[src/bmd_pkg.sv]
// Contract
// - i/o space holds 2048 16-bit locations; only low eleven address lines are driven; the code drives the upper three low.
// - i/o waits come from four 3-bit region fields plus mode bit, by address quarter.
// - composite select asserts, same timing, with any individually enabled memory select.
// - composite enables reset to one, except the byte-space enable which resets to zero.
// - composite select follows bus grant handling like other selects, released while granted.
// - byte select enabled at reset for booting; software may disable it later.
// - byte space is 256 pages of 16k bytes, read and write.
// - byte on data 15:8; page on data 23:16 and address 13:0 form 22 bits.
// - every byte access waits per 4-bit byte wait field with mode bit, up to 15.
// - engine runs beside the core, stealing one cycle per internal word.
// - type 00 pm 24-bit, 01 dm 16-bit, 10 dm upper byte, 11 dm lower byte.
// - in 8-bit data formats unused word bits are written as zeros.
// - setup takes internal start address, 14-bit in-page address and 8-bit page.
// - direction bit selects load from byte space or store to byte space.
// - writing nonzero 14-bit word count starts accesses until count reaches zero.
// - count decrements per word, is readable, and at zero engine stops and interrupts.
// - sequential external addressing carries across page boundaries.
// - each word moves to or from on-chip memory in one cycle, never external.
// - a core external access request is served before a pending byte access.
// - context reset bit 0 keeps core running; 1 halts it, restarts at zero.
// - boot strap resets setup to zero, type pm, count 32 and context reset one.
package bmd_pkg;
	localparam int unsigned EA_W   = 14;
	localparam int unsigned PAGE_W = 8;
	localparam int unsigned CNT_W  = 14;
	localparam int unsigned WORD_W = 24;
	localparam int unsigned IOA_W  = 11;
	localparam int unsigned NREGS  = 9;

	localparam logic [5:0] OFF_CTRL  = 6'h00;
	localparam logic [5:0] OFF_IADDR = 6'h04;
	localparam logic [5:0] OFF_EADDR = 6'h08;
	localparam logic [5:0] OFF_PAGE  = 6'h0c;
	localparam logic [5:0] OFF_COUNT = 6'h10;
	localparam logic [5:0] OFF_WAIT  = 6'h14;
	localparam logic [5:0] OFF_CSEL  = 6'h18;
	localparam logic [5:0] OFF_SYS   = 6'h1c;
	localparam logic [5:0] OFF_STAT  = 6'h20;

	localparam int unsigned CTRL_DIR_BIT  = 2;
	localparam int unsigned CTRL_CTX_BIT  = 3;
	localparam int unsigned CTRL_OVL_LSB  = 4;
	localparam int unsigned WAIT_MODE_BIT = 15;
	localparam int unsigned SYS_BDIS_BIT  = 4;
	localparam int unsigned STAT_DONE_BIT = 1;
	localparam int unsigned CS_PM         = 0;
	localparam int unsigned CS_DM         = 1;
	localparam int unsigned CS_BYTE       = 2;
	localparam int unsigned CS_IO         = 3;

	localparam logic [3:0]       CSEL_RST   = 4'hb;
	localparam logic [3:0]       BWAIT_RST  = 4'hf;
	localparam logic [11:0]      IOWAIT_RST = 12'h000;
	localparam logic [CNT_W-1:0] BOOT_COUNT = 14'h0020;

	localparam logic [1:0] TYPE_PM24 = 2'h0;
	localparam logic [1:0] TYPE_DM16 = 2'h1;
	localparam logic [1:0] TYPE_DMHI = 2'h2;
	localparam logic [1:0] SPACE_PM  = 2'h0;
	localparam logic [1:0] SPACE_DM  = 2'h1;
	localparam logic [1:0] SPACE_IO  = 2'h2;
	localparam logic [1:0] RESP_OKAY = 2'h0;
	localparam logic [1:0] RESP_SLVERR = 2'h2;

	typedef enum logic [2:0] {ST_IDLE, ST_EXT, ST_FETCH, ST_CAPT, ST_WORD} bmd_state_t;
endpackage

[src/bmd_wait_timer.sv]
`timescale 1ns/1ps
`default_nettype none
module bmd_wait_timer (
	input  wire logic       sys_clk_i,
	input  wire logic       reset_n_i,
	input  wire logic       ce_i,
	input  wire logic       start_i,
	input  wire logic [3:0] waits_i,
	output logic            active_o,
	output logic            done_o
);
	logic       act_r;
	logic [3:0] cnt_r;

	// an access lasts waits plus one cycles; done marks its last cycle
	assign active_o = act_r;
	assign done_o   = act_r & (cnt_r == 4'h0);

	always_ff @(posedge sys_clk_i or negedge reset_n_i) begin
		if (!reset_n_i) begin
			act_r <= 1'b0;
			cnt_r <= 4'h0;
		end else if (ce_i) begin
			if (start_i) begin
				act_r <= 1'b1;
				cnt_r <= waits_i;
			end else if (done_o) begin
				act_r <= 1'b0;
			end else if (act_r) begin
				cnt_r <= cnt_r - 4'h1;
			end
		end
	end
endmodule
`default_nettype wire

[src/bmd_top.sv]
// Design decisions made here: the register offsets and the AXI4-Lite register port.
`timescale 1ns/1ps
`default_nettype none
module bmd_top (
	input  wire logic        sys_clk_i,
	input  wire logic        reset_n_i,
	input  wire logic        ce_i,
	input  wire logic [5:0]  s_axi_awaddr_i,
	input  wire logic        s_axi_awvalid_i,
	output logic             s_axi_awready_o,
	input  wire logic [31:0] s_axi_wdata_i,
	input  wire logic [3:0]  s_axi_wstrb_i,
	input  wire logic        s_axi_wvalid_i,
	output logic             s_axi_wready_o,
	output logic [1:0]       s_axi_bresp_o,
	output logic             s_axi_bvalid_o,
	input  wire logic        s_axi_bready_i,
	input  wire logic [5:0]  s_axi_araddr_i,
	input  wire logic        s_axi_arvalid_i,
	output logic             s_axi_arready_o,
	output logic [31:0]      s_axi_rdata_o,
	output logic [1:0]       s_axi_rresp_o,
	output logic             s_axi_rvalid_o,
	input  wire logic        s_axi_rready_i,
	input  wire logic        boot_dma_i,
	input  wire logic        bus_request_n_i,
	output logic             bus_grant_n_o,
	input  wire logic        core_ext_req_i,
	input  wire logic        core_ext_write_i,
	input  wire logic [1:0]  core_ext_space_i,
	input  wire logic [13:0] core_ext_addr_i,
	input  wire logic [23:0] core_ext_wdata_i,
	output logic             core_ext_ack_o,
	output logic [23:0]      core_ext_rdata_o,
	output logic             imem_req_o,
	output logic             imem_write_o,
	output logic             imem_prog_o,
	output logic [13:0]      imem_addr_o,
	output logic [23:0]      imem_wdata_o,
	input  wire logic [23:0] imem_rdata_i,
	output logic             core_steal_o,
	output logic             core_hold_o,
	output logic             core_restart_o,
	output logic             dma_done_o,
	output logic [13:0]      ext_addr_o,
	output logic [23:0]      ext_data_o,
	output logic [1:0]       ext_data_oe_o,
	input  wire logic [23:0] ext_data_i,
	output logic             ext_rd_n_o,
	output logic             ext_wr_n_o,
	output logic             ext_bus_oe_o,
	output logic             program_space_select_n_o,
	output logic             data_space_select_n_o,
	output logic             byte_space_select_n_o,
	output logic             io_space_select_n_o,
	output logic             composite_select_n_o
);
	function automatic logic [3:0] eff_wait(input logic [3:0] f, input logic m);
		eff_wait = m ? ((f > 4'h7) ? 4'hf : {f[2:0], 1'b1}) : f;
	endfunction

	function automatic logic [1:0] need_bytes(input logic [1:0] t);
		need_bytes = (t == bmd_pkg::TYPE_PM24) ? 2'd3 : ((t == bmd_pkg::TYPE_DM16) ? 2'd2 : 2'd1);
	endfunction

	// registers
	logic [1:0]  type_r;
	logic        dir_r, ctx_r, done_r, bsel_dis_r, wmode_r, fetched_r, bg_r, done_pulse_r;
	logic [3:0]  ovl_r, csel_r, bwait_r;
	logic [13:0] iaddr_r, eaddr_r, count_r;
	logic [7:0]  page_r;
	logic [11:0] iowait_r;
	logic [23:0] word_r;
	logic [1:0]  bidx_r;
	bmd_pkg::bmd_state_t state_r, state_nxt;
	// pin-side flops
	logic [13:0] addr_r;
	logic [23:0] dout_r, din_s1, din_s2;
	logic [1:0]  doe_r;
	logic        rd_r, wr_r, pms_r, dms_r, bms_r, io_space_select_n_r, acc_core_r;
	logic        breq_s1, breq_s2, boot_s1, boot_s2, strap_taken_r;
	logic [1:0]  strap_cnt_r;
	// bus slave
	logic        aw_full_r, w_full_r, bvalid_r, rvalid_r;
	logic [5:0]  awaddr_r;
	logic [31:0] wdata_r, rdata_r;
	logic [3:0]  wstrb_r;
	logic [1:0]  bresp_r, rresp_r;

	wire        busy_w   = (count_r != 14'h0000);

	// register views, addressed by word index
	logic [15:0] view [bmd_pkg::NREGS];
	assign view[0] = {8'h00, ovl_r, ctx_r, dir_r, type_r};
	assign view[1] = {2'b00, iaddr_r};
	assign view[2] = {2'b00, eaddr_r};
	assign view[3] = {8'h00, page_r};
	assign view[4] = {2'b00, count_r};
	assign view[5] = {wmode_r, 3'b000, iowait_r};
	assign view[6] = {12'h000, csel_r};
	assign view[7] = {11'h000, bsel_dis_r, bwait_r};
	assign view[8] = {14'h0000, done_r, busy_w};

	wire [3:0]  aw_idx   = awaddr_r[5:2];
	wire [3:0]  ar_idx   = s_axi_araddr_i[5:2];
	wire        aw_ok    = (awaddr_r[1:0] == 2'b00) && (aw_idx < 4'd9);
	wire        ar_ok    = (s_axi_araddr_i[1:0] == 2'b00) && (ar_idx < 4'd9);
	wire        wr_fire  = aw_full_r & w_full_r & ~bvalid_r;
	wire        ar_fire  = s_axi_arvalid_i & ~rvalid_r;
	wire [15:0] cur_w    = aw_ok ? view[aw_idx] : 16'h0000;
	wire [15:0] wv       = {wstrb_r[1] ? wdata_r[15:8] : cur_w[15:8],
		wstrb_r[0] ? wdata_r[7:0] : cur_w[7:0]};
	wire [8:0]  we       = (wr_fire & aw_ok) ? (9'h001 << aw_idx) : 9'h000;

	assign s_axi_awready_o = ~aw_full_r;
	assign s_axi_wready_o  = ~w_full_r;
	assign s_axi_arready_o = ~rvalid_r;
	assign s_axi_bvalid_o  = bvalid_r;
	assign s_axi_bresp_o   = bresp_r;
	assign s_axi_rvalid_o  = rvalid_r;
	assign s_axi_rdata_o   = rdata_r;
	assign s_axi_rresp_o   = rresp_r;

	always_ff @(posedge sys_clk_i or negedge reset_n_i) begin
		if (!reset_n_i) begin
			aw_full_r <= 1'b0;
			w_full_r  <= 1'b0;
			bvalid_r  <= 1'b0;
			rvalid_r  <= 1'b0;
			awaddr_r  <= 6'h00;
			wdata_r   <= 32'h0000_0000;
			wstrb_r   <= 4'h0;
			bresp_r   <= bmd_pkg::RESP_OKAY;
			rdata_r   <= 32'h0000_0000;
			rresp_r   <= bmd_pkg::RESP_OKAY;
		end else if (ce_i) begin
			if (s_axi_awvalid_i & ~aw_full_r) begin
				aw_full_r <= 1'b1;
				awaddr_r  <= s_axi_awaddr_i;
			end
			if (s_axi_wvalid_i & ~w_full_r) begin
				w_full_r <= 1'b1;
				wdata_r  <= s_axi_wdata_i;
				wstrb_r  <= s_axi_wstrb_i;
			end
			if (wr_fire) begin
				aw_full_r <= 1'b0;
				w_full_r  <= 1'b0;
				bvalid_r  <= 1'b1;
				bresp_r   <= aw_ok ? bmd_pkg::RESP_OKAY : bmd_pkg::RESP_SLVERR;
			end else if (s_axi_bready_i) begin
				bvalid_r <= 1'b0;
			end
			if (ar_fire) begin
				rvalid_r <= 1'b1;
				rdata_r  <= {16'h0000, ar_ok ? view[ar_idx] : 16'h0000};
				rresp_r  <= ar_ok ? bmd_pkg::RESP_OKAY : bmd_pkg::RESP_SLVERR;
			end else if (s_axi_rready_i) begin
				rvalid_r <= 1'b0;
			end
		end
	end

	// access scheduling
	logic       tmr_active, tmr_done;
	wire        can_start = (state_r == bmd_pkg::ST_IDLE) & ~bg_r & breq_s2 & ~tmr_active;
	wire        core_go   = can_start & core_ext_req_i;
	wire        dma_go    = can_start & ~core_ext_req_i & busy_w;
	wire        fetch_go  = dma_go & dir_r & ~fetched_r;
	wire        byte_go   = dma_go & ~(dir_r & ~fetched_r);
	wire        acc_done  = (state_r == bmd_pkg::ST_EXT) & tmr_done;
	wire        byte_done = acc_done & ~acc_core_r;
	wire        last_byte = byte_done & ((bidx_r + 2'd1) == need_bytes(type_r));
	wire        word_end  = (last_byte & dir_r) | (state_r == bmd_pkg::ST_WORD);
	wire        core_io   = (core_ext_space_i == bmd_pkg::SPACE_IO);
	wire [1:0]  io_reg    = core_ext_addr_i[10:9];
	wire [3:0]  io_field  = {1'b0, iowait_r[3*io_reg +: 3]};
	wire [3:0]  core_wait = core_io ? eff_wait(io_field, wmode_r) : 4'h0;
	wire [3:0]  byte_wait = eff_wait(bwait_r, wmode_r);
	wire [3:0]  tmr_waits = core_go ? core_wait : byte_wait;
	wire [7:0]  byte_in   = din_s2[15:8];
	wire [23:0] asm_w     = {word_r[15:0], byte_in};
	wire        sw_count  = we[4];
	wire        boot_load = (strap_cnt_r == 2'd2) & ~strap_taken_r & boot_s2;

	bmd_wait_timer u_timer (
		.sys_clk_i (sys_clk_i),
		.reset_n_i (reset_n_i),
		.ce_i      (ce_i),
		.start_i   (core_go | byte_go),
		.waits_i   (tmr_waits),
		.active_o  (tmr_active),
		.done_o    (tmr_done)
	);

	// cycles since a core access was taken; only the i/o wait check reads it
	logic [3:0] io_len_r;
	always_ff @(posedge sys_clk_i or negedge reset_n_i) begin
		if (!reset_n_i)
			io_len_r <= 4'h0;
		else if (ce_i)
			io_len_r <= core_go ? 4'h0 : io_len_r + 4'h1;
	end

	always_comb begin
		state_nxt = state_r;
		case (state_r)
			bmd_pkg::ST_IDLE: begin
				if (core_go | byte_go)
					state_nxt = bmd_pkg::ST_EXT;
				else if (fetch_go)
					state_nxt = bmd_pkg::ST_FETCH;
			end
			bmd_pkg::ST_EXT: begin
				if (last_byte & ~dir_r)
					state_nxt = bmd_pkg::ST_WORD;
				else if (acc_done)
					state_nxt = bmd_pkg::ST_IDLE;
			end
			bmd_pkg::ST_FETCH: state_nxt = bmd_pkg::ST_CAPT;
			default: state_nxt = bmd_pkg::ST_IDLE;
		endcase
	end

	// one-cycle internal memory slot per word; the core loses only that cycle
	assign imem_req_o   = (state_r == bmd_pkg::ST_WORD) | (state_r == bmd_pkg::ST_FETCH);
	assign core_steal_o = imem_req_o;
	assign imem_write_o = (state_r == bmd_pkg::ST_WORD);
	assign imem_prog_o  = (type_r == bmd_pkg::TYPE_PM24);
	assign imem_addr_o  = iaddr_r;
	assign imem_wdata_o = word_r;
	assign core_hold_o  = busy_w & ctx_r;
	assign core_restart_o = done_pulse_r & ctx_r;
	assign dma_done_o   = done_pulse_r;
	assign core_ext_ack_o = acc_done & acc_core_r;
	assign core_ext_rdata_o = din_s2;

	always_ff @(posedge sys_clk_i or negedge reset_n_i) begin
		if (!reset_n_i) begin
			state_r <= bmd_pkg::ST_IDLE;
			bidx_r  <= 2'd0;
			word_r  <= 24'h000000;
			fetched_r <= 1'b0;
		end else if (ce_i) begin
			state_r <= state_nxt;
			if (state_r == bmd_pkg::ST_CAPT) begin
				fetched_r <= 1'b1;
				case (type_r)
					2'h0: word_r <= imem_rdata_i;
					2'h1: word_r <= {imem_rdata_i[15:0], 8'h00};
					2'h2: word_r <= {imem_rdata_i[15:8], 16'h0000};
					default: word_r <= {imem_rdata_i[7:0], 16'h0000};
				endcase
			end
			if (byte_done) begin
				bidx_r <= last_byte ? 2'd0 : bidx_r + 2'd1;
				if (dir_r) begin
					word_r <= {word_r[15:0], 8'h00};
					if (last_byte)
						fetched_r <= 1'b0;
				end else if (last_byte) begin
					case (type_r)
						2'h0: word_r <= asm_w;
						2'h1: word_r <= {8'h00, asm_w[15:0]};
						2'h2: word_r <= {8'h00, asm_w[7:0], 8'h00};
						default: word_r <= {16'h0000, asm_w[7:0]};
					endcase
				end else begin
					word_r <= asm_w;
				end
			end
		end
	end

	// setup and count; software writes win over engine updates
	always_ff @(posedge sys_clk_i or negedge reset_n_i) begin
		if (!reset_n_i) begin
			type_r  <= bmd_pkg::TYPE_PM24;
			dir_r   <= 1'b0;
			ctx_r   <= 1'b0;
			ovl_r   <= 4'h0;
			iaddr_r <= 14'h0000;
			eaddr_r <= 14'h0000;
			page_r  <= 8'h00;
			count_r <= 14'h0000;
		end else if (ce_i) begin
			if (we[0]) begin
				type_r <= wv[1:0];
				dir_r  <= wv[bmd_pkg::CTRL_DIR_BIT];
				ctx_r  <= wv[bmd_pkg::CTRL_CTX_BIT];
				ovl_r  <= wv[bmd_pkg::CTRL_OVL_LSB +: 4];
			end else if (boot_load) begin
				ctx_r <= 1'b1;
			end
			if (we[1])
				iaddr_r <= wv[13:0];
			else if (word_end)
				iaddr_r <= iaddr_r + 14'h0001;
			if (we[2] | we[3] | byte_done) begin
				eaddr_r <= we[2] ? wv[13:0] : (byte_done ? eaddr_r + 14'h0001 : eaddr_r);
				// carry out of the in-page address walks into the next page
				page_r <= we[3] ? wv[7:0]
					: ((byte_done & (eaddr_r == 14'h3fff)) ? page_r + 8'h01 : page_r);
			end
			if (sw_count)
				count_r <= wv[13:0];
			else if (boot_load)
				count_r <= bmd_pkg::BOOT_COUNT;
			else if (word_end & busy_w)
				count_r <= count_r - 14'h0001;
		end
	end

	// config, status, strap and bus grant
	always_ff @(posedge sys_clk_i or negedge reset_n_i) begin
		if (!reset_n_i) begin
			wmode_r    <= 1'b0;
			iowait_r   <= bmd_pkg::IOWAIT_RST;
			csel_r     <= bmd_pkg::CSEL_RST;
			bwait_r    <= bmd_pkg::BWAIT_RST;
			bsel_dis_r <= 1'b0;
			done_r     <= 1'b0;
			done_pulse_r <= 1'b0;
			boot_s1 <= 1'b0;
			boot_s2 <= 1'b0;
			breq_s1 <= 1'b1;
			breq_s2 <= 1'b1;
			strap_cnt_r   <= 2'd0;
			strap_taken_r <= 1'b0;
			bg_r <= 1'b0;
		end else if (ce_i) begin
			if (we[5]) begin
				wmode_r  <= wv[bmd_pkg::WAIT_MODE_BIT];
				iowait_r <= wv[11:0];
			end
			if (we[6])
				csel_r <= wv[3:0];
			if (we[7]) begin
				bwait_r    <= wv[3:0];
				bsel_dis_r <= wv[bmd_pkg::SYS_BDIS_BIT];
			end
			done_pulse_r <= word_end & (count_r == 14'h0001) & ~sw_count;
			// a completion in the clearing cycle is kept
			if (done_pulse_r)
				done_r <= 1'b1;
			else if (we[8] & wv[bmd_pkg::STAT_DONE_BIT])
				done_r <= 1'b0;
			boot_s1 <= boot_dma_i;
			boot_s2 <= boot_s1;
			breq_s1 <= bus_request_n_i;
			breq_s2 <= breq_s1;
			// strap is caught once, after the synchroniser has filled
			if (strap_cnt_r != 2'd2)
				strap_cnt_r <= strap_cnt_r + 2'd1;
			else
				strap_taken_r <= 1'b1;
			if (breq_s2)
				bg_r <= 1'b0;
			else if ((state_r == bmd_pkg::ST_IDLE) & ~tmr_active)
				bg_r <= 1'b1;
		end
	end

	// external pins
	always_ff @(posedge sys_clk_i or negedge reset_n_i) begin
		if (!reset_n_i) begin
			addr_r <= 14'h0000;
			dout_r <= 24'h000000;
			doe_r  <= 2'b00;
			din_s1 <= 24'h000000;
			din_s2 <= 24'h000000;
			{rd_r, wr_r, pms_r, dms_r, bms_r, io_space_select_n_r, acc_core_r} <= 7'h00;
		end else if (ce_i) begin
			din_s1 <= ext_data_i;
			din_s2 <= din_s1;
			if (core_go) begin
				acc_core_r <= 1'b1;
				// upper i/o address lines are driven low rather than left floating
				addr_r <= core_io ? {3'b000, core_ext_addr_i[bmd_pkg::IOA_W-1:0]}
					: core_ext_addr_i;
				dout_r <= core_ext_wdata_i;
				doe_r  <= {2{core_ext_write_i}};
				rd_r   <= ~core_ext_write_i;
				wr_r   <= core_ext_write_i;
				pms_r  <= (core_ext_space_i == bmd_pkg::SPACE_PM);
				dms_r  <= (core_ext_space_i == bmd_pkg::SPACE_DM);
				io_space_select_n_r <= core_io;
			end else if (byte_go) begin
				acc_core_r <= 1'b0;
				addr_r <= eaddr_r;
				dout_r <= {page_r, word_r[23:16], 8'h00};
				doe_r  <= {1'b1, dir_r};
				rd_r   <= ~dir_r;
				wr_r   <= dir_r;
				bms_r  <= 1'b1;
			end else if (acc_done) begin
				{rd_r, wr_r, pms_r, dms_r, bms_r, io_space_select_n_r} <= 6'h00;
				doe_r <= 2'b00;
			end
		end
	end

	wire [3:0] sel_vec = {io_space_select_n_r, bms_r, dms_r, pms_r};
	assign ext_bus_oe_o  = ~bg_r;
	assign bus_grant_n_o = ~bg_r;
	assign ext_addr_o    = addr_r;
	assign ext_data_o    = dout_r;
	assign ext_data_oe_o = doe_r & {2{~bg_r}};
	assign ext_rd_n_o    = ~rd_r;
	assign ext_wr_n_o    = ~wr_r;
	assign program_space_select_n_o = ~pms_r;
	assign data_space_select_n_o    = ~dms_r;
	assign io_space_select_n_o      = ~io_space_select_n_r;
	assign byte_space_select_n_o    = ~(bms_r & ~bsel_dis_r);
	assign composite_select_n_o     = ~|(sel_vec & csel_r);
endmodule
`default_nettype wire

[config.mk]
export PLATFORM = sky130hd
export DESIGN_NAME = bmd_top
export DESIGN_NICKNAME = d
export VERILOG_FILES = /design/src/bmd_pkg.sv /design/src/bmd_wait_timer.sv /design/src/bmd_top.sv
export SDC_FILE = /design/constraint.sdc
export NUM_CORES = 1
export LEC_CHECK = 0
export BUFFER_PORTS_ARGS = -buffer_cell sky130_fd_sc_hd__buf_4
export CAP_MARGIN = 0
export CORE_ASPECT_RATIO = 0.5
export CORE_MARGIN = 2
export CORE_UTILIZATION = 52
export DETAILED_ROUTE_END_ITERATION = 10
export PLACE_DENSITY_LB_ADDON = 0.08
export REMOVE_ABC_BUFFERS = 1
export SLEW_MARGIN = 20
export SYNTH_ARGS = -nofsm -noshare
export SYNTH_HDL_FRONTEND = slang
export SYNTH_SLANG_ARGS = --single-unit
[constraint.sdc]
create_clock -name sys_clk_i -period 6 [get_ports sys_clk_i]
set_input_delay 1.5 -clock sys_clk_i [delete_from_list [all_inputs] [get_ports sys_clk_i]]
set_output_delay 1.5 -clock sys_clk_i [all_outputs]
set_load 0.02 [all_outputs]
Yosys cells after proc, flatten, opt, wreduce, memory -nomap -nowiden
Cells that the tools add are included.
{ "totals": {"reg_bits": 268, "output_inout_bits": 160} }
{ "classes": {"addsub": 7, "multipliers": 1, "magnitude_cmp": 6, "eq_ne": 17, "n_shift": 2, "mux": 85, "bitwise": 66, "n_reduce_logical": 59} }
{ "ops": {"columns": ["op", "n"], "rows": [
  ["2-to-1 mux 24 bit", 6],
  ["case mux 24 bit (3 select lines)", 2],
  ["2-to-1 mux 14 bit", 10],
  ["binary-select mux 16 bit (select 4 bit)", 2],
  ["2-to-1 mux 16 bit", 6],
  ["AND reduction 2 bit", 24],
  ["2-to-1 mux 4 bit", 9],
  ["AND 1 bit", 34],
  ["2-to-1 mux 1 bit", 32],
  ["2-to-1 mux 8 bit", 4],
  ["nonzero test 2 bit", 16],
  ["adder 14 x 1 -> 14 bit (second input constant)", 2],
  ["NOT 1 bit", 23],
  ["AND reduction 3 bit", 6],
  ["2-to-1 mux 2 bit", 8],
  ["equality test 14 x 1 -> 1 bit (second input constant)", 1],
  ["equality test 14 bit (second input constant)", 1],
  ["nonzero test 14 bit", 1],
  ["subtractor 14 x 1 -> 14 bit (second input constant)", 1],
  ["2-to-1 mux 3 bit", 4],
  ["variable part select 12 x 5 -> 3 bit", 1],
  ["greater-or-equal comparator 5 bit (second input constant)", 2],
  ["NOT 4 -> 5 bit", 2],
  ["2-to-1 mux 9 bit", 1],
  ["other kinds (28)", 45]
]} }

Longest topological paths before layout
Gate-level depths: netlist of the first run.
{ "depth": {"depth_word": 11, "ltp_mapped": 10} }

Hierarchy
A second synthesis of the first run with hierarchy kept.
{ "unflattened": {"cells_unflattened": 1405, "area_unflattened_um2": 14248.7} }
{ "by_module_without_submodules": {"columns": ["mod", "n_inst", "cells_each", "area_each_um2", "seq_area_each_um2"], "rows": [
  ["bmd_top", 1, 1366, 13892.1, 6467.5],
  ["bmd_wait_timer", 1, 39, 356.6, 125.1]
]} }

Worst setup path before layout of the first run
No wires, ideal clock.
{ "synth_path": {"path_type": "register to output", "from": "register count_r[0]", "to": "output port core_hold_o", "arrival_ps": 1780, "required_ps": 4500, "setup_slack_ps": 2720, "stages_incl_launch_ff": 6, "path_buffers": 0, "path_cell_list": "dfrtp_1 -> inv_1 -> ha_1 -> or4b_4 -> nor4_4 -> and2b_1"} }
{ "synth_via": {"elab_chain_len": 2} }
{ "synth_lines": {"columns": ["element", "line_no", "rtl"], "rows": [
  ["from (decl)", "bmd_top.sv:70", "logic [13:0] iaddr_r, eaddr_r, count_r;"],
  ["from (signal assigned)", "bmd_top.sv:306", "count_r <= wv[13:0];"],
  ["from (signal assigned)", "bmd_top.sv:308", "count_r <= bmd_pkg::BOOT_COUNT;"],
  ["from (signal assigned)", "bmd_top.sv:310", "count_r <= count_r - 14'h0001;"],
  ["nonzero test 14 bit", "bmd_top.sv:90", "wire busy_w = (count_r != 14'h0000);"],
  ["AND 1 bit", "bmd_top.sv:232", "assign core_hold_o = busy_w & ctx_r;"],
  ["to (decl)", "bmd_top.sv:42", "output logic core_hold_o,"]
]} }
Every way passes these cells.

Worst setup path after layout of the first run
Same ends and word-level chain as after synthesis.

==> reports/results.txt, run 1 <==
Outcome: finished, final reports clean
Starting Density: 53.5%
Crit Path Max Fanout: 7
Mean routed wirelength per cell: 22.9 µm
Worst-path clk slew: 0.06 ns
Post-synth top area cell: dfrtp_1
Critical path's largest stage delay: 0.57 ns
Final setup viols: 0
Number of synthesized flops with an enable pin: 0
Num CTS Buffers: 25
Hold buffers post-CTS: 0
Filler cells: 2,188
Synthesized instance count: 1,419
Setup TNS Final: 0 ns
GP Congestion: 0.950
Initial antenna violation count: 1
Via count: 12,600
Post-route clock period utilization: 71.8%
Synth warnings: 0
Skew final: 0.0158 ns
PwrDens: 448 nW/µm²
Tmin final: 4.31 ns
Slew margin rel.: 30.0%
Pins Over Slew Limit: 0
Distinct cells, synth: 84
Seq/Total Area, Yosys: 46.1%
Maximum capacitance violations: 0
Post-synth ARST share: 100%
H-tree levels: 1
Number of global-route vias before repair: 12,100
Post-route DRC: 0
GRT Total Usage: 31.8%
CTS sink cnt: 263
Startpoint class of the critical path: register
Root Driver: clkbuf_16
Fmax: 232 MHz
Met1 Usage GRT: 46.1%
Core Area: 26,700 µm²
Unrepaired setup endpoints after global routing: no
GRT met3 Usage: 8.03%
Crit path capture type: output pin
Flops & latches, synth: 263
Hold crit path type: register to register
CP delay by family, top: simple AND/OR/NAND/NOR gates
Worst path slowest cell: or4b_4
Crit path cell chain: inv_1, ha_1, or4b_4, nor4_4, and2b_1, buf_4
Drt first pass iters: 6
CTS tree: yes
Post-Syn Area per Cell: 10.1 µm²
IO Count: 308
M2 GR Usage: 47.7%
Number of antenna diodes: 0
Clock buffer depth: 3
Share of the synthesized area in the top cell type: 44.4%
Largest net degree at the start of global routing: 100
Synth top area cells: dfrtp_1 (44%), mux2_2 (7.9%), o21ai_0 (4.1%)
Critical path class: register to output pin
Most frequent cell after synthesis: dfrtp_1
Die ar.: 28,900 µm²
Avg Vias per Cell: 6.28
Crit path required time: 4.50 ns
Post-CTS Setup Bufs: 0
CP bufs+invs: 2
Top_reg_cell synth: dfrtp_1
Top Usage Layer GRT: met2
Static Leak: 7.67 nW
Mapped Area: 14,300 µm²
Post-synth top cells: dfrtp_1 (254), nand2_1 (129), o21ai_0 (118)
Post-layout util: 64.7%
Die Y: 121 µm
Row count: 42
Maximum vdd drop: 240 µV
Post-CTS Resized: 0
DRT antenna net count: 0
Data arrival, critical path: 2.81 ns
Chip width: 239 µm
Actual slew at the worst max-slew pin: 1.05 ns
Latest clock arrival within the worst-skew pair: 0.56 ns
Layout cell share with drive strength beyond 1: 29.8%
Final Hold Viols: 0
First-pass GRT wire length: 70.6 mm
Area grow syn2layout: 21.0%
Drt total wl: 46.1 mm
Total grt overflow: 0
Nets: 1,795
Buffers on Ports: 269
Initial DRC Count: 1,244
DP Wirelength: 33.1 mm
metal layers:
metal,wire length (µm),vias up
met5,0,-
met4,1030,0
met3,4920,83
met2,20300,628
met1,19800,6267
li1,-,5645
worst paths after layout:
kind,to,startpoint,slack [ns],cells after the start
min reg2reg,strap_taken_r,strap_taken_r,0.47,1
max reg2reg,ext_data_o[16],count_r[0],2.68,8
max in group asynchronous,aw_full_r,reset_n_i,3.99,2
min in group asynchronous,ext_data_o[6],reset_n_i,0.84,1
max,core_hold_o,count_r[0],1.69,6
min,strap_taken_r,strap_taken_r,0.47,1
placed cells by master, fill, tap and decap left out, drive strengths merged, types with 5 or more instances in the layout:
master and count:
clkinv 5, conb 19, dfrtp 254, a32oi 6
nor2 99, ha 8, a222oi 8, buf 290
o21ai 132, o211ai 5, o22ai 18, and3 13
or4 7, inv 33, nor4 12, a21oi 107
a22o 27, mux4 24, nand2b 19, nor2b 10
clkbuf 38, or3 8, o22a 7, nor3 32
a21o 8, nand3 38, mux2 101, nand4 10
dfstp 9, nand2 130, a31oi 18, and2 5
a22oi 29, a221oi 6, mux2i 56
power by group:
group | internal, W | switching, W
combinational | 0.00134 | 0.00185
sequential | 0.00229 | 0.000648
clock | 0.000918 | 0.000722
sequential cells by signal, summed over array words and instances, names as in the netlist, 6 cells and up:
signal	count
eaddr_r	14
page_r	8
s_axi_rdata_o	15
awaddr_r	6
imem_addr_o	14
wdata_r	15
ext_addr_o	14
core_ext_rdata_o	24
din_s1	24
iowait_r	12
count_r	14
ext_data_o	24
imem_wdata_o	24
worst reg2reg max path: cells and delay by family (launching register included):
family / cells / cell delay, ns
fa+ha+maj: 1 / 0.23
simple gates: 2 / 0.88
buf+inv: 2 / 0.64
flops: 1 / 0.46
compound gates: 3 / 0.95
final cells by class:
| type | count | area (µm²) | share of cell area (%) |
|---|---|---|---|
| clock buffer | 38 | 754 | 4.36 |
| sequential | 263 | 6590 | 38.1 |
| multi-input combinational | 1027 | 7130 | 41.2 |
| tap | 352 | 440 | 2.54 |
| inverter | 32 | 120 | 0.694 |
| clock inverter | 8 | 86.3 | 0.498 |
| timing repair buffer | 290 | 2200 | 12.7 |
metrics by stage:
| stage | worst slack (ns) | hold WS (ns) | cells | area, µm² | power, W |
|---|---|---|---|---|---|
| after floorplan | 2.65 | 0.421 | 1322 | 13800 | 0.00469 |
| after global placement | 2.34 | 0.433 | 1964 | 16500 | 0.00599 |
| after detailed placement | 2.32 | 0.461 | 1964 | 16500 | 0.00608 |
| after CTS | 1.71 | 0.475 | 2010 | 17300 | 0.00774 |
| after global routing | 1.61 | 0.485 | 2010 | 17300 | 0.00816 |
| final | 1.69 | 0.472 | 2010 | 17300 | 0.00777 |
cell families after synthesis:
kind of cell / after synthesis / share of synthesized area [%]
AOI/OAI and AO/OA: 409 / 18.4
xor gates and xnor gates: 2 / 0.122
adders and majority gates: 8 / 0.700
buffers and inverters: 147 / 4.87
DFF: 263 / 46.1
muxes: 181 / 15.6
other: 1 / 0.0262
and+or+nand+nor: 408 / 14.1
Note: power is estimated with default switching activity, not from simulation.
==> inputs of run 2 (changes only) <==
- CORE_UTILIZATION: 52 -> 50
- clock period: 6 -> 3.7 ns (I/O delays scaled with it)
==> reports/results.txt, run 2 (same netlist as run 1, synthesis figures left out) <==
Outcome: finished, final reports clean
Via count: 12,700 (+0.52%)
CTS sink cnt: 263 (unchanged)
Post-route DRC: 0 (unchanged)
Post-CTS Resized: 0 (unchanged)
Die Y: 124 µm (+1.9%)
Pins Over Slew Limit: 0 (unchanged)
Pre-CTS WS: 0.545 ns (-1.78 ns)
Starting Density: 51.2% (-2.3 points)
Crit Path Max Fanout: 6 (-1)
Fmax: 279 MHz
Nets: 1,827 (+1.8%)
Tmin final: 3.58 ns
Chip width: 243 µm (+1.9%)
Hold crit path type: input pin to asynchronous set/reset pin
Crit path cell chain: inv_1, ha_1, or4b_4, nor4_4, buf_4, and2b_1, buf_4
Initial antenna violation count: 3 (+2)
Slew margin rel.: 27.4% (-2.6 points)
Final Hold Viols: 0 (unchanged)
Skew final: 0.0207 ns (+0.00492 ns)
Clock buffer depth: 3 (unchanged)
Worst setup margin: 0.117 ns (-1.58 ns)
Maximum vdd drop: 521 µV (+120%)
Most common cell on crit path: buf_4
Unrepaired setup endpoints after global routing: no
Mean routed wirelength per cell: 22.8 µm (-0.61%)
Hold buffers post-CTS: 0 (unchanged)
Largest net degree at the start of global routing: 83 (-17%)
Row count: 43 (+2.4%)
Actual slew at the worst max-slew pin: 1.08 ns (+0.0338 ns)
Buffers on Ports: 269 (unchanged)
Crit path required time: 2.77 ns (-1.73 ns)
Worst-path clk slew: 0.07 ns (about the same)
Number of global-route vias before repair: 12,200 (+0.77%)
Worst reg-to-reg path cell count: 6 (-2)
Static Leak: 7.83 nW (+2.1%)
Drt total wl: 47.3 mm (+2.5%)
H-tree levels: 1 (unchanged)
Most frequent cells in the layout: buf_4 (319), dfrtp_1 (254), nand2_1 (129)
Total grt overflow: 0 (unchanged)
Setup TNS Final: 0 ns (unchanged)
Root Driver: clkbuf_16
Avg Vias per Cell: 6.12 (-2.5%)
DP Wirelength: 34.6 mm (+4.3%)
Most common cell after layout, fill and taps aside: buf_4
Filler cells: 2,331 (+6.5%)
Maximum capacitance violations: 0 (unchanged)
Layout cell share with drive strength beyond 1: 31.1% (+1.3 points)
Data arrival, critical path: 2.66 ns (-0.15 ns)
Final setup viols: 0 (unchanged)
Startpoint class of the critical path: register
Initial DRC Count: 1,172 (-5.8%)
Critical path's largest stage delay: 0.56 ns (about the same)
PwrDens: 731 nW/µm² (+63%)
Crit path capture type: output pin
GP Congestion: 0.908 (-4.4%)
Area grow syn2layout: 23.1%
Critical path class: register to output pin
Drt first pass iters: 5 (-1)
IO Count: 308 (unchanged)
First-pass GRT wire length: 71.5 mm (+1.3%)
DRT antenna net count: 0 (unchanged)
Core Area: 27,900 µm² (+4.4%)
GRT Total Usage: 31.1% (-0.75 points)
Post-route clock period utilization: 96.8%
Worst path slowest cell: or4b_4
Num CTS Buffers: 25 (unchanged)
Latest clock arrival within the worst-skew pair: 0.56 ns (about the same)
Die ar.: 30,100 µm² (+3.9%)
CTS tree: yes
-- run 2: cell count changes in the layout (fill, tap and decap cells not counted), sizes merged --
cell    delta
buf       +32
bufinv     +1
clkbuf     -4
clkinv     +1
diode      +2
inv        +1
-- run 2: path summary, 6_finish.rpt --
path	from	endpoint	slack (ns)
worst max-delay path	count_r[1]	core_hold_o	0.12
worst min-delay path	reset_n_i	ext_data_o[14]	0.38
worst max register to register	awaddr_r[2]	imem_addr_o[9]	0.67
worst min register to register	strap_taken_r	strap_taken_r	0.45
max in group asynchronous	reset_n_i	s_axi_rdata_o[10]	2.36
min in group sys_clk_i	strap_taken_r	strap_taken_r	0.45
-- run 2: area by class of cell --
cell class,instances,area [µm²],share of cell area [%]
antenna,2,5.00,0.0284
clock buffer,34,729,4.14
multi-input combinational,1027,7100,40.3
inverter,32,120,0.682
clock inverter,11,138,0.781
tap,382,478,2.71
sequential,263,6590,37.4
timing repair buffer,322,2450,13.9
-- run 2: what timing repair did --
item                       4_1_cts  5_1_grt
pin swaps                        1        1
setup endpoints to repair        1        1
buffers inserted                 0        2
-- run 2: stage by stage --
| step | total power (W) | cells | cell area, µm² | hold slack [ns] | util [%] |
|---|---|---|---|---|---|
| global placement | 0.00989 | 2024 | 16700 | 0.433 | 59.9 |
| finish | 0.0129 | 2073 | 17600 | 0.378 | 63.1 |
| CTS | 0.0128 | 2069 | 17600 | 0.392 | 63.0 |
| global route | 0.0135 | 2071 | 17600 | 0.413 | 63.1 |
| detailed placement | 0.0100 | 2024 | 16700 | 0.437 | 59.9 |
| floorplan | 0.00760 | 1322 | 13800 | 0.421 | - |
-- run 2: power by group --
part | total [W] | internal, W | switching, W | leakage (nW)
sequential | 0.00476 | 0.00372 | 0.00104 | 3.27
clock | 0.00277 | 0.00154 | 0.00123 | 0.428
combinational | 0.00534 | 0.00231 | 0.00304 | 4.13
total | 0.0129 | 0.00756 | 0.00531 | 7.83
-- run 2: per-layer routing --
layer / part of all wire, % / global-route usage (%) / wire length (µm)
met5: 0.034 / 0 / 16
met4: 2.1 / 7.78 / 993
met2: 44 / 47.6 / 20700
met3: 10 / 8.30 / 4910
met1: 44 / 44.1 / 20600
-- run 2: worst max-delay path: cells and delay by family, from the launching register on --
kind	cells	cell delay, ns
adders and majority gates	1	0.23
and+or+nand+nor	3	0.97
DFF	1	0.44
buffers and inverters	3	0.46
